--- src/rtl/fault_recorder_pkg.sv ---
// Package with register map, fault bit positions and reset values of the fault recorder.
package fault_recorder_pkg;
  // Register offsets on the plain register port (word index, byte address = 4 * index).
  localparam logic [3:0] OFF_FAULT_FLAGS = 4'h0;
  localparam logic [3:0] OFF_STATUS_CTRL = 4'h1;
  localparam logic [3:0] OFF_HANDLER_ADDR = 4'h2;
  localparam logic [3:0] OFF_IRQ_MASK = 4'h3;
  localparam logic [3:0] OFF_CORE_STATE = 4'h4;
  localparam logic [3:0] OFF_IVT_LIMIT = 4'h5;
  // Fault flag bit positions.
  localparam int BIT_BAD_MEMREF = 1;
  localparam int BIT_ILL_SOFTWARE_INTERRUPT_INSTRUCTION = 5;
  localparam int BIT_ILL_OPCODE = 6;
  localparam int BIT_FPU = 7;
  localparam int BIT_ALU = 8;
  localparam int BIT_PAGE_PERM = 9;
  localparam int BIT_PAGE_MISS = 10;
  localparam int BIT_PRIVILEGE = 11;
  localparam int BIT_IO = 12;
  localparam int BIT_IN_HANDLER = 13;
  localparam int IRQ_ID_LSB = 24;
  // Status control bit positions.
  localparam int CTRL_HANDLING_EN = 1;
  localparam int CTRL_PAGING = 4;
  // Reset values.
  localparam logic [31:0] RST_FAULT_FLAGS = 32'h0000_0000;
  localparam logic [31:0] RST_STATUS_CTRL = 32'h0000_0000;
  localparam logic [31:0] RST_HANDLER_ADDR = 32'h0000_0000;
  localparam logic [31:0] RST_IRQ_MASK = 32'h0000_0000;
  // Reserved interrupt vector region limits (inclusive upper address).
  localparam logic [63:0] IVT_END_32 = 64'h0000_0000_0000_03F8;
  localparam logic [63:0] IVT_END_64 = 64'h0000_0000_0000_05F4;
  // Number of fault source inputs.
  localparam int NUM_SRC = 9;
endpackage

--- src/rtl/fault_event_if.sv ---
// Interface carrying collected fault events from the detector to the recorder core.
`timescale 1ns/1ps
interface fault_event_if;
  logic [31:0] setMask; // Fault flag bits to set this cycle.
  logic anyFault; // Some fault is raised this cycle.
  logic instrFault; // The fault came from an instruction.
  modport detector (output setMask, output anyFault, output instrFault);
  modport recorder (input setMask, input anyFault, input instrFault);
endinterface

--- src/rtl/fault_detect.sv ---
// Combinational fault classifier: maps source strobes and memory checks to flag bits.
`timescale 1ns/1ps
module fault_detect (
  input wire logic [fault_recorder_pkg::NUM_SRC-1:0] srcFault,
  input wire logic memAccess,
  input wire logic [63:0] memAddr,
  input wire logic wide64,
  input wire logic inHandler,
  fault_event_if.detector ev
);
  import fault_recorder_pkg::*;

  // Flag bit position for each source strobe index.
  function automatic int srcBit(input int i);
    case (i)
      0: srcBit = BIT_ILL_SOFTWARE_INTERRUPT_INSTRUCTION;
      1: srcBit = BIT_ILL_OPCODE;
      2: srcBit = BIT_FPU;
      3: srcBit = BIT_ALU;
      4: srcBit = BIT_PAGE_PERM;
      5: srcBit = BIT_PAGE_MISS;
      6: srcBit = BIT_PRIVILEGE;
      7: srcBit = BIT_IO;
      default: srcBit = BIT_BAD_MEMREF;
    endcase
  endfunction

  logic ivtHit; // Access falls in the reserved interrupt vector region.
  logic [31:0] srcMask; // Flags from source strobes.

  // Reserved region check; the limit depends on the address width variant.
  always_comb begin
    ivtHit = memAccess && (memAddr <= (wide64 ? IVT_END_64 : IVT_END_32));
  end

  // Each source strobe lights its own flag bit.
  always_comb begin
    srcMask = 32'h0000_0000;
    for (int i = 0; i < NUM_SRC; i++) begin
      if (srcFault[i]) begin
        srcMask[srcBit(i)] = 1'b1;
      end
    end
  end

  // Merge events and tag faults raised inside an architecture interrupt handler.
  always_comb begin
    ev.setMask = srcMask;
    if (ivtHit) begin
      ev.setMask[BIT_BAD_MEMREF] = 1'b1;
    end
    ev.anyFault = (ev.setMask != 32'h0000_0000);
    if (ev.anyFault && inHandler) begin
      ev.setMask[BIT_IN_HANDLER] = 1'b1;
    end
    ev.instrFault = ev.anyFault && !srcFault[7];
  end
endmodule

--- src/rtl/cpu_fault_recorder.sv ---
// Fault recorder top: fault flags, handler redirect, halt and the register port.
//
// Chosen here: strobed register access and the address map.
`timescale 1ns/1ps
module cpu_fault_recorder (
  input wire logic clock,
  input wire logic rst,
  input wire logic [3:0] regAddr,
  input wire logic [31:0] regWdata,
  input wire logic regWrite,
  input wire logic regRead,
  output logic [31:0] regRdata,
  input wire logic [fault_recorder_pkg::NUM_SRC-1:0] srcFault,
  input wire logic memAccess,
  input wire logic [63:0] memAddr,
  input wire logic wide64,
  input wire logic inHandler,
  input wire logic [7:0] handlerIrqId,
  input wire logic [31:0] faultPc,
  input wire logic taskLoad,
  input wire logic [31:0] taskStatus,
  input wire logic restart,
  output logic redirect,
  output logic [31:0] redirectAddr,
  output logic redirectLogical,
  output logic [31:0] restartPc,
  output logic halted,
  output logic pagingOn,
  output logic irq
);
  import fault_recorder_pkg::*;

  // Whole state of the recorder in one record.
  typedef struct packed {
    logic [31:0] faultFlags;   // Sticky fault flags with interrupt ID in the top octet.
    logic [31:0] statusCtrl;   // Status control: handling enable and paging select.
    logic [31:0] handlerAddr;  // Fault handler entry address.
    logic [31:0] irqMask;      // Interrupt mask, same layout as fault flags.
    logic [31:0] rdata;        // Registered read data.
    logic redirect;            // One-cycle pulse steering fetch to the handler.
    logic [31:0] redirectAddr; // Handler address presented with the pulse.
    logic redirectLogical;     // Handler address is logical.
    logic [31:0] restartPc;    // Address of the faulting instruction to restart.
    logic halted;              // Core stopped after an unhandled fault.
    logic irq;                 // Level interrupt output.
  } state_t;

  state_t cur; // Registered state.
  state_t next_cur; // Next state.
  fault_event_if ev (); // Events from the detector.
  logic [31:0] clearMask; // Flag bits software clears this cycle.
  logic [31:0] flagsSet; // Flags after this cycle's events.

  // Classifier for all fault sources and the reserved region check.
  fault_detect detector (
    .srcFault(srcFault),
    .memAccess(memAccess),
    .memAddr(memAddr),
    .wide64(wide64),
    .inHandler(inHandler),
    .ev(ev)
  );

  // Next-state logic: register writes, fault capture, redirect and halt.
  always_comb begin
    next_cur = cur;
    next_cur.redirect = 1'b0;
    clearMask = 32'h0000_0000;
    // Write-one-to-clear on the fault flags register.
    if (regWrite && regAddr == OFF_FAULT_FLAGS) begin
      clearMask = regWdata;
    end
    // Set wins over clear so a fault in the clearing cycle is kept.
    flagsSet = (cur.faultFlags & ~clearMask) | ev.setMask;
    if (ev.anyFault && inHandler) begin
      flagsSet[IRQ_ID_LSB +: 8] = handlerIrqId;
    end
    next_cur.faultFlags = flagsSet;
    // Other writable registers.
    if (regWrite) begin
      case (regAddr)
        OFF_STATUS_CTRL: next_cur.statusCtrl = regWdata;
        OFF_HANDLER_ADDR: next_cur.handlerAddr = regWdata;
        OFF_IRQ_MASK: next_cur.irqMask = regWdata;
        default: ;
      endcase
    end
    // A task switch loads that task's own paging selection.
    if (taskLoad) begin
      next_cur.statusCtrl[CTRL_PAGING] = taskStatus[CTRL_PAGING];
    end
    // Fault response while running.
    if (ev.anyFault && !cur.halted) begin
      if (cur.statusCtrl[CTRL_HANDLING_EN]) begin
        next_cur.redirect = 1'b1;
        next_cur.redirectAddr = cur.handlerAddr;
        next_cur.redirectLogical = cur.statusCtrl[CTRL_PAGING];
        if (ev.instrFault) begin
          next_cur.restartPc = faultPc;
        end
      end else begin
        next_cur.halted = 1'b1;
      end
    end
    // Only an explicit restart leaves the halted state.
    if (restart) begin
      next_cur.halted = 1'b0;
    end
    // Read data stands in the cycle after the strobe only.
    next_cur.rdata = 32'h0000_0000;
    if (regRead) begin
      case (regAddr)
        OFF_FAULT_FLAGS: next_cur.rdata = cur.faultFlags;
        OFF_STATUS_CTRL: next_cur.rdata = cur.statusCtrl;
        OFF_HANDLER_ADDR: next_cur.rdata = cur.handlerAddr;
        OFF_IRQ_MASK: next_cur.rdata = cur.irqMask;
        OFF_CORE_STATE: next_cur.rdata = {31'h0000_0000, cur.halted};
        OFF_IVT_LIMIT: next_cur.rdata = wide64 ? IVT_END_64[31:0] : IVT_END_32[31:0];
        default: next_cur.rdata = 32'h0000_0000;
      endcase
    end
    // Level interrupt from unmasked flag bits.
    next_cur.irq = |(next_cur.faultFlags & next_cur.irqMask);
  end

  // State register; handling starts disabled.
  always_ff @(posedge clock or posedge rst) begin
    if (rst) begin
      cur <= '0;
      cur.faultFlags <= RST_FAULT_FLAGS;
      cur.statusCtrl <= RST_STATUS_CTRL;
      cur.handlerAddr <= RST_HANDLER_ADDR;
      cur.irqMask <= RST_IRQ_MASK;
    end else begin
      cur <= next_cur;
    end
  end

  // Outputs straight from the state register.
  assign regRdata = cur.rdata;
  assign redirect = cur.redirect;
  assign redirectAddr = cur.redirectAddr;
  assign redirectLogical = cur.redirectLogical;
  assign restartPc = cur.restartPc;
  assign halted = cur.halted;
  assign pagingOn = cur.statusCtrl[CTRL_PAGING];
  assign irq = cur.irq;
endmodule

--- config.mk ---
export PLATFORM = sky130hd
export DESIGN_NAME = cpu_fault_recorder
export DESIGN_NICKNAME = d
export VERILOG_FILES = /design/src/rtl/fault_recorder_pkg.sv /design/src/rtl/fault_event_if.sv /design/src/rtl/fault_detect.sv /design/src/rtl/cpu_fault_recorder.sv
export SDC_FILE = /design/constraint.sdc
export NUM_CORES = 1
export LEC_CHECK = 0
export BUFFER_PORTS_ARGS = -buffer_cell sky130_fd_sc_hd__buf_2
export CORE_AREA = 4 4 204 107
export DETAILED_ROUTE_END_ITERATION = 6
export DIE_AREA = 0 0 208 111
export HOLD_SLACK_MARGIN = 0.12
export PLACE_DENSITY = 0.84
export SLEW_MARGIN = 20
export SYNTH_ARGS = -nofsm -noshare
export SYNTH_HDL_FRONTEND = slang
export SYNTH_SLANG_ARGS = --single-unit
--- constraint.sdc ---
create_clock -name clock -period 9.31 [get_ports clock]
set_clock_uncertainty 0.1 [all_clocks]
set_input_delay 1.3965 -clock clock [delete_from_list [all_inputs] [get_ports clock]]
set_output_delay 1.3965 -clock clock [all_outputs]
set_load 0.05 [all_outputs]
==> reports/metrics.yaml, run 1 <==
crit_chain: "buf_2 -> buf_4 -> and4bb_2 -> nand2_2 -> mux2_4 -> a222oi_1 -> nand3_1 -> a2111oi_2 -> o21ai_1"
slowest_stage: "nand2_2"
placed_cell_area_um2: 11300
synth-edff-count: 0
drv_cap: 0
htree_levels: 1
syn-num-nets: 980
relSlewSlack_pct: 22.0
crit_buf_inv: 2
power_density_nw_per_um2: 286
yosys-top-cells-area: "dfrtp_1 (55%), mux2_2 (19%), buf_4 (6.9%)"
routed_via_density: 5.62
async_flop_share_pct: 100
path_class: "input pin to flip-flop"
grt_pass1_vias: 7318
clock_latency_ns: 0.49
comb_power_share_pct: 32.8
yosys.cell_count.top_type: "dfrtp_1"
cts.path.max_buffers: 3
met2_usage_pct: 34.0
timing.final.crit_share_pct: 48.2
layout.cells.non_filler: 1240
outcome: "finished, final reports clean"
num_vias: 6963
switching_share_pct: 36.4
n_antenna_cell: 0
io_pins: 291
required_ns: 9.56
fin_tns_setup_ns: 0
dr.pass1.iters: 5
fin_nets: 1147
grtUsageMet1_pct: 34.4
synth_seq_area_share_pct: 54.9
stdcell_area_um2: 12100
first_iter_violations: 453
syn_area_um2: 10400
yosys-top-cells-count: "dfrtp_1 (228), mux2_2 (174), buf_4 (96), nor2_1 (33), a22oi_1 (32)"
use_met3_pct: 5.17
p_switching_mw: 1.26
ys_ff_latch: 228
avgSynthCellArea_um2: 13.2
p_int_mw: 2.19
synth.top_cell.area_share_pct: 54.9
fp.dieW_um: 208
ir_worst_vdd_v: 0.000167
crit_path_max_incr_delay_ns: 0.58
dieArea_um2: 23100
place_congestion: 0.847
core_area_um2: 20100
rows: 37
end_kind: "flip-flop"
finalPower_mw: 3.45
worstPathArrival_ns: 4.74
cpLargestDelayFamily: "simple AND/OR/NAND/NOR gates"
seq_power_share_pct: 39.4
ys.flop_type: "dfrtp_1"
final_util_pct: 60.0
grtUsageTotal_pct: 22.7
grt_pass1_wl_um: 41900
cts_hold_buf: 0
ys_warn_count: 0
hpwl_um: 19100
drv_slew: 0
portBuffers: 259
die_h_um: 111
period_needed_ns: 4.49
root_buffer: "clkbuf_16"
grt_start_max_net_pins: 84
numCtsBuffers: 21
clk_pin_slew_worst_paths_ns: 0.07
grt_busiest_layer: "met1"
hold_viol: 0
tightest_slew_ns: 1.16
setup_viol_count_final: 0
holdCritPathClass: "flip-flop to flip-flop"
antenna_found_initial: 0
cts_setup_buffers: 0
cp_max_fo: 42
worstSetupStartpointType: "input pin"
start_util_pct: 51.7
postSynthCellCount: 786
cts_tree: "yes"
wl_um: 26800
clockPowerShare_pct: 27.8
drcViolationCount: 0
final_antenna_net_count: 0
r2r_setup_slack_ns: 6.99
routedWlPerCell_um: 21.6
dpl.cell_count: 1203
synth.distinct_cells: 47
drive_gt1_share_pct: 52.0
max_freq_mhz: 223
cts.sinks: 228
p_leak_nw: 5.70
grt.overflow.total: 0
postCtsResizedCells: 0
num-fill-cells: 1586
syn2layout_area_growth_pct: 16.0
yosys.area.top_type: "dfrtp_1"
grt_setup_unrepaired: "false"
[kinds of logic after synthesis]
kind of cell | Yosys count | synth area share, %
AOI/OAI and AO/OA | 112 | 8.04
adders and majority gates | 4 | 0.482
buffers and inverters | 143 | 8.92
DFF | 228 | 54.9
muxes | 197 | 22.4
and+or+nand+nor | 102 | 5.21
[final timing paths]
| kind | endpoint | cells after the start | from |
|---|---|---|---|
| max reg2reg | redirectAddr[10]$_DFFE_PP0P_ | 4 | halted$_DFFE_PP0P_ |
| max | irq$_DFF_PP0_ | 9 | regAddr[1] |
| max in group asynchronous | redirectAddr[21]$_DFFE_PP0P_ | 3 | rst |
| min | redirectAddr[24]$_DFFE_PP0P_ | 1 | redirectAddr[24]$_DFFE_PP0P_ |
| min in group asynchronous | regRdata[10]$_DFF_PP0_ | 2 | rst |
| min reg2reg | redirectAddr[24]$_DFFE_PP0P_ | 1 | redirectAddr[24]$_DFFE_PP0P_ |
[through the flow]
step / setup slack (ns) / hold WS [ns]
floorplan: 1.57 / 0.374
global placement: 4.40 / 0.382
CTS: 4.88 / 0.405
global route: 4.69 / 0.416
detailed placement: 4.38 / 0.390
finish: 4.82 / 0.400
[metal layers]
metal,wire length (µm),vias to the layer above
met5,0,-
met4,514,0
met3,2050,44
met2,11900,276
met1,12300,3546
li1,-,3097
[power by group through the flow]
stage / clock (mW) / combinational (mW) / sequential [mW]
3_5_place_dp: 0 / 1.14 / 1.38
2_1_floorplan: 0 / 1.05 / 1.35
5_1_grt: 1.02 / 1.19 / 1.39
6_report: 0.958 / 1.13 / 1.36
3_3_place_gp: 0 / 1.12 / 1.36
4_1_cts: 0.976 / 1.14 / 1.36
[registers in the layout, summed over array words and instances, names as in the netlist]
| signal | cells |
|---|---|
| restartPc | 32 |
| halted | 1 |
| regRdata | 32 |
| redirect | 1 |
| pagingOn | 1 |
| cur | 127 |
| redirectLogical | 1 |
| redirectAddr | 32 |
| irq | 1 |
[placed cells by master, fill, tap and decap left out, drive strengths merged]
master	Yosys	routed
clkinv	0	3
or2	1	1
buf	118	274
or3	1	1
a21oi	8	8
ha	4	4
and4bb	1	1
and4	1	1
bufinv	0	5
mux2	180	180
a22oi	32	32
nand4b	1	1
nor4	15	15
nor2b	11	11
nand4	8	8
nand2b	1	1
mux4	10	10
nand3	8	8
nor3	5	5
dfrtp	228	228
nand3b	1	1
a21boi	24	24
o21ai	9	9
inv	13	13
a2111oi	1	1
a31oi	11	11
nand2	12	12
o21ba	1	1
a222oi	2	2
mux2i	7	7
and2	2	2
o31a	1	1
nor4b	1	1
a211oi	2	2
nor2	33	33
a221oi	8	8
clkbuf	12	29
a22o	13	13
[final cells by class]
class | instances | area [µm²] | area share, %
clock buffers | 29 | 606 | 5.02
clock inverters | 8 | 165 | 1.37
inverters | 13 | 56.3 | 0.467
multi-input cells | 415 | 3770 | 31.3
flip-flops and latches | 228 | 5710 | 47.3
well taps | 273 | 342 | 2.83
repair buffers | 274 | 1410 | 11.7
Note: power is estimated with default switching activity, not from simulation.
==> inputs of run 2 (changes only) <==
Settings changed: ABC_AREA from default to 1, CORE_AREA 4 4 204 107 to 4 4 214 112, DIE_AREA 0 0 208 111 to 0 0 218 116, PLACE_DENSITY 0.84 to 0.8.
Clock period 9.31 ns to 3.7 ns, I/O delays scaled along.
==> reports/metrics.yaml, run 2 <==
syn2layout_area_growth_pct: 16.1  # was 16.0%
fp.dieW_um: 218  # was 208 µm
relSlewSlack_pct: 39.0  # was 22.0%
holdCritPathClass: "input pin to async pin"  # was flip-flop to flip-flop
hpwl_um: 20000  # was 19100 µm
numCtsBuffers: 21  # unchanged
worstSetupStartpointType: "input pin"  # unchanged
violations: "design-rule violations"
grt_pass1_vias: 8096  # was 7318
p_switching_mw: 3.25  # was 1.26 mW
switching_share_pct: 39.0  # was 36.4%
yosys.area.top_type: "dfrtp_1"  # unchanged
syn_area_um2: 10400  # about the same
ys_warn_count: 0  # unchanged
routedWlPerCell_um: 17.6  # was 21.6 µm
largest-register: "cur"  # unchanged
final_antenna_net_count: 0  # unchanged
r2r_setup_slack_ns: 1.85  # was 6.99 ns
tightest_slew_ns: 0.913  # was 1.16 ns
dr.pass1.iters: 7  # was 5
outcome: "finished with violations"  # was finished, final reports clean
hold_viol: 0  # unchanged
drive_gt1_share_pct: 27.8  # was 52.0%
syn-num-nets: 1343  # was 980
end_kind: "flip-flop"  # unchanged
num-fill-cells: 2077  # was 1586
async_flop_share_pct: 100  # unchanged
fin_tns_setup_ns: 0  # unchanged
clk_pin_slew_worst_paths_ns: 0.06  # was 0.07 ns
core_area_um2: 22300  # was 20100 µm²
finalPower_mw: 8.34  # was 3.45 mW
grt_start_max_net_pins: 65  # was 84
postSynthCellCount: 1149  # was 786
timing.final.crit_share_pct: 68.6
root_buffer: "clkbuf_16"  # unchanged
dieArea_um2: 25300  # was 23100 µm²
path_class: "input pin to flip-flop"  # unchanged
rows: 39  # was 37
wl_um: 28700  # was 26800 µm
yosys.cell_count.top_type: "nand2_1"  # was dfrtp_1
drcViolationCount: 3  # was 0
cts_tree: "yes"  # unchanged
placed_cell_area_um2: 11400  # was 11300 µm²
place_congestion: 0.898  # was 0.847
largest_reg_flops: 127  # unchanged
ys_ff_latch: 228  # unchanged
cts.path.max_buffers: 3  # unchanged
drv_cap: 0  # unchanged
synth.top_cell.area_share_pct: 54.7  # was 54.9%
comb_power_share_pct: 32.1  # was 32.8%
whs_ns: 0.127  # was 0.400 ns
worstPathArrival_ns: 2.81  # was 4.74 ns
dpl.cell_count: 1590  # was 1203
seq_power_share_pct: 40.5  # was 39.4%
cp_max_fo: 42  # unchanged
grt_pass1_wl_um: 44400  # was 41900 µm
synth-edff-count: 0  # unchanged
avgSynthCellArea_um2: 9.08  # was 13.2 µm²
drv_slew: 0  # unchanged
setup_viol_count_final: 0  # unchanged
yosys-top-cells-area: "dfrtp_1 (55%), nand2_1 (9.5%), buf_4 (6.9%)"  # was dfrtp_1 (55%), mux2_2 (19%), buf_4 (6.9%)
p_leak_nw: 6.42  # was 5.70 nW
htree_levels: 1  # unchanged
stdcell_area_um2: 12100  # about the same
num_vias: 8315  # was 6963
fin_nets: 1501  # was 1147
antenna_found_initial: 4  # was 0
first_iter_violations: 714  # was 453
grtUsageTotal_pct: 22.3  # was 22.7%
routed_via_density: 5.10  # was 5.62
cts.sinks: 228  # unchanged
clock_latency_ns: 0.51  # was 0.49 ns
synth_seq_area_share_pct: 54.7  # was 54.9%
ir_worst_vdd_v: 0.000433  # was 0.000167 V
final_cell_mix: "nand2_1 (262), buf_2 (259), dfrtp_1 (228), o21ai_0 (115), inv_1 (114)"  # was buf_2 (259), dfrtp_1 (228), mux2_2 (174), nor2_1 (33), a22oi_1 (32)
die_h_um: 116  # was 111 µm
grt_setup_unrepaired: "false"  # unchanged
io_pins: 291  # unchanged
yosys-top-cells-count: "nand2_1 (264), dfrtp_1 (228), inv_1 (115), o21ai_0 (115), buf_4 (96)"  # was dfrtp_1 (228), mux2_2 (174), buf_4 (96), nor2_1 (33), a22oi_1 (32)
period_needed_ns: 2.54
ys.flop_type: "dfrtp_1"  # unchanged
max_freq_mhz: 394
synth.distinct_cells: 34  # was 47
clockPowerShare_pct: 27.4  # was 27.8%
power_density_nw_per_um2: 688  # was 286 nW/µm²
p_int_mw: 5.09  # was 2.19 mW
start_util_pct: 46.9  # was 51.7%
portBuffers: 259  # unchanged
required_ns: 3.97  # was 9.56 ns
layout.cells.non_filler: 1630  # was 1240
layout_commonest_cell: "nand2_1"  # was buf_2
grt.overflow.total: 0  # unchanged
postCtsResizedCells: 0  # unchanged
run 2: changes by cell type in the layout (fill, tap and decap cells not counted), moves of 27 or more:
cell | before | now
a22oi_1 | 32 | 1
inv_1 | 12 | 114
mux2_2 | 174 | 32
nand2_1 | 11 | 262
nand3_1 | 8 | 35
nor2_1 | 33 | 92
o21ai_0 | 7 | 115
run 2: power by group through the flow:
stage / Clock, mW / Combinational [mW] / Sequential (mW)
finish: 2.29 / 2.68 / 3.37
global route: 2.44 / 2.87 / 3.44
CTS: 2.32 / 2.70 / 3.37
detailed placement: 0 / 2.69 / 3.41
global placement: 0 / 2.64 / 3.38
floorplan: 0 / 2.49 / 3.37
run 2: layout make-up:
cell class	instances	area, µm²	area share, %
Antenna cell	2	5.00	0.0413
Inverter	116	439	3.63
Clock inverter	10	129	1.06
Tap cell	307	384	3.17
Timing Repair Buffer	281	1500	12.4
Sequential cell	228	5710	47.1
Multi-Input combinational cell	659	3360	27.7
Clock buffer	27	588	4.86
run 2: final timing paths:
kind / start / to / depth (start not counted)
setup / recovery: wide64 / redirectAddr[4]$_DFFE_PP0P_ / 16
hold / removal: rst / pagingOn$_DFFE_PP0P_ / 2
setup reg to reg: cur[118]$_DFF_PP0_ / irq$_DFF_PP0_ / 12
hold reg to reg: redirectAddr[21]$_DFFE_PP0P_ / redirectAddr[21]$_DFFE_PP0P_ / 2
max in group asynchronous: rst / cur[220]$_DFF_PP0_ / 3
min in group clock: regWdata[17] / cur[213]$_DFF_PP0_ / 2
run 2: logic make-up (layout without fill, tap and decap cells):
| group | after synthesis | after routing | share of synthesized area, % |
|---|---|---|---|
| fa+ha+maj | 4 | 4 | 0.480 |
| buf+inv | 262 | 434 | 13.3 |
| flops | 228 | 228 | 54.7 |
| compound gates | 211 | 211 | 12.3 |
| mux | 32 | 32 | 3.45 |
| simple gates | 412 | 412 | 15.7 |
| other cells | 0 | 2 | 0 |
run 2: layer usage:
metal | up-vias | part of all wire [%] | track usage (%)
met2 | 303 | 44 | 33.9
met5 | - | 0.094 | 0
met3 | 48 | 8.2 | 5.53
met4 | 4 | 1.8 | 4.88
met1 | 4013 | 46 | 32.8
li1 | 3947 | - | -
run 2: what timing repair did:
action                                  in CTS  in global routing
hold endpoints to repair                     1                  0
endpoints found under the setup margin       0                  0
buffers inserted                             0                  0
hold buffers                                 1                  0
run 2: per-stage QoR:
step,util (%),worst slack [ns]
5_1_grt,54.4,0.886
2_1_floorplan,-,0.0650
6_report,54.4,1.16
3_3_place_gp,51.1,0.758
3_5_place_dp,51.1,0.671
4_1_cts,54.4,1.20
run 2: critical path, cell delays in order:
cell and delay, ns:
buf_2 0.16, inv_1 0.07, ha_1 0.27, inv_1 0.03, nor2_1 0.11, nand2_1 0.09, nor2_1 0.16, nand2_1 0.07
nand2_1 0.05, nand2_1 0.04, nand3_1 0.13, nand4_1 0.10, buf_4 0.21, nand2_1 0.10, buf_4 0.47, o21ai_0 0.15
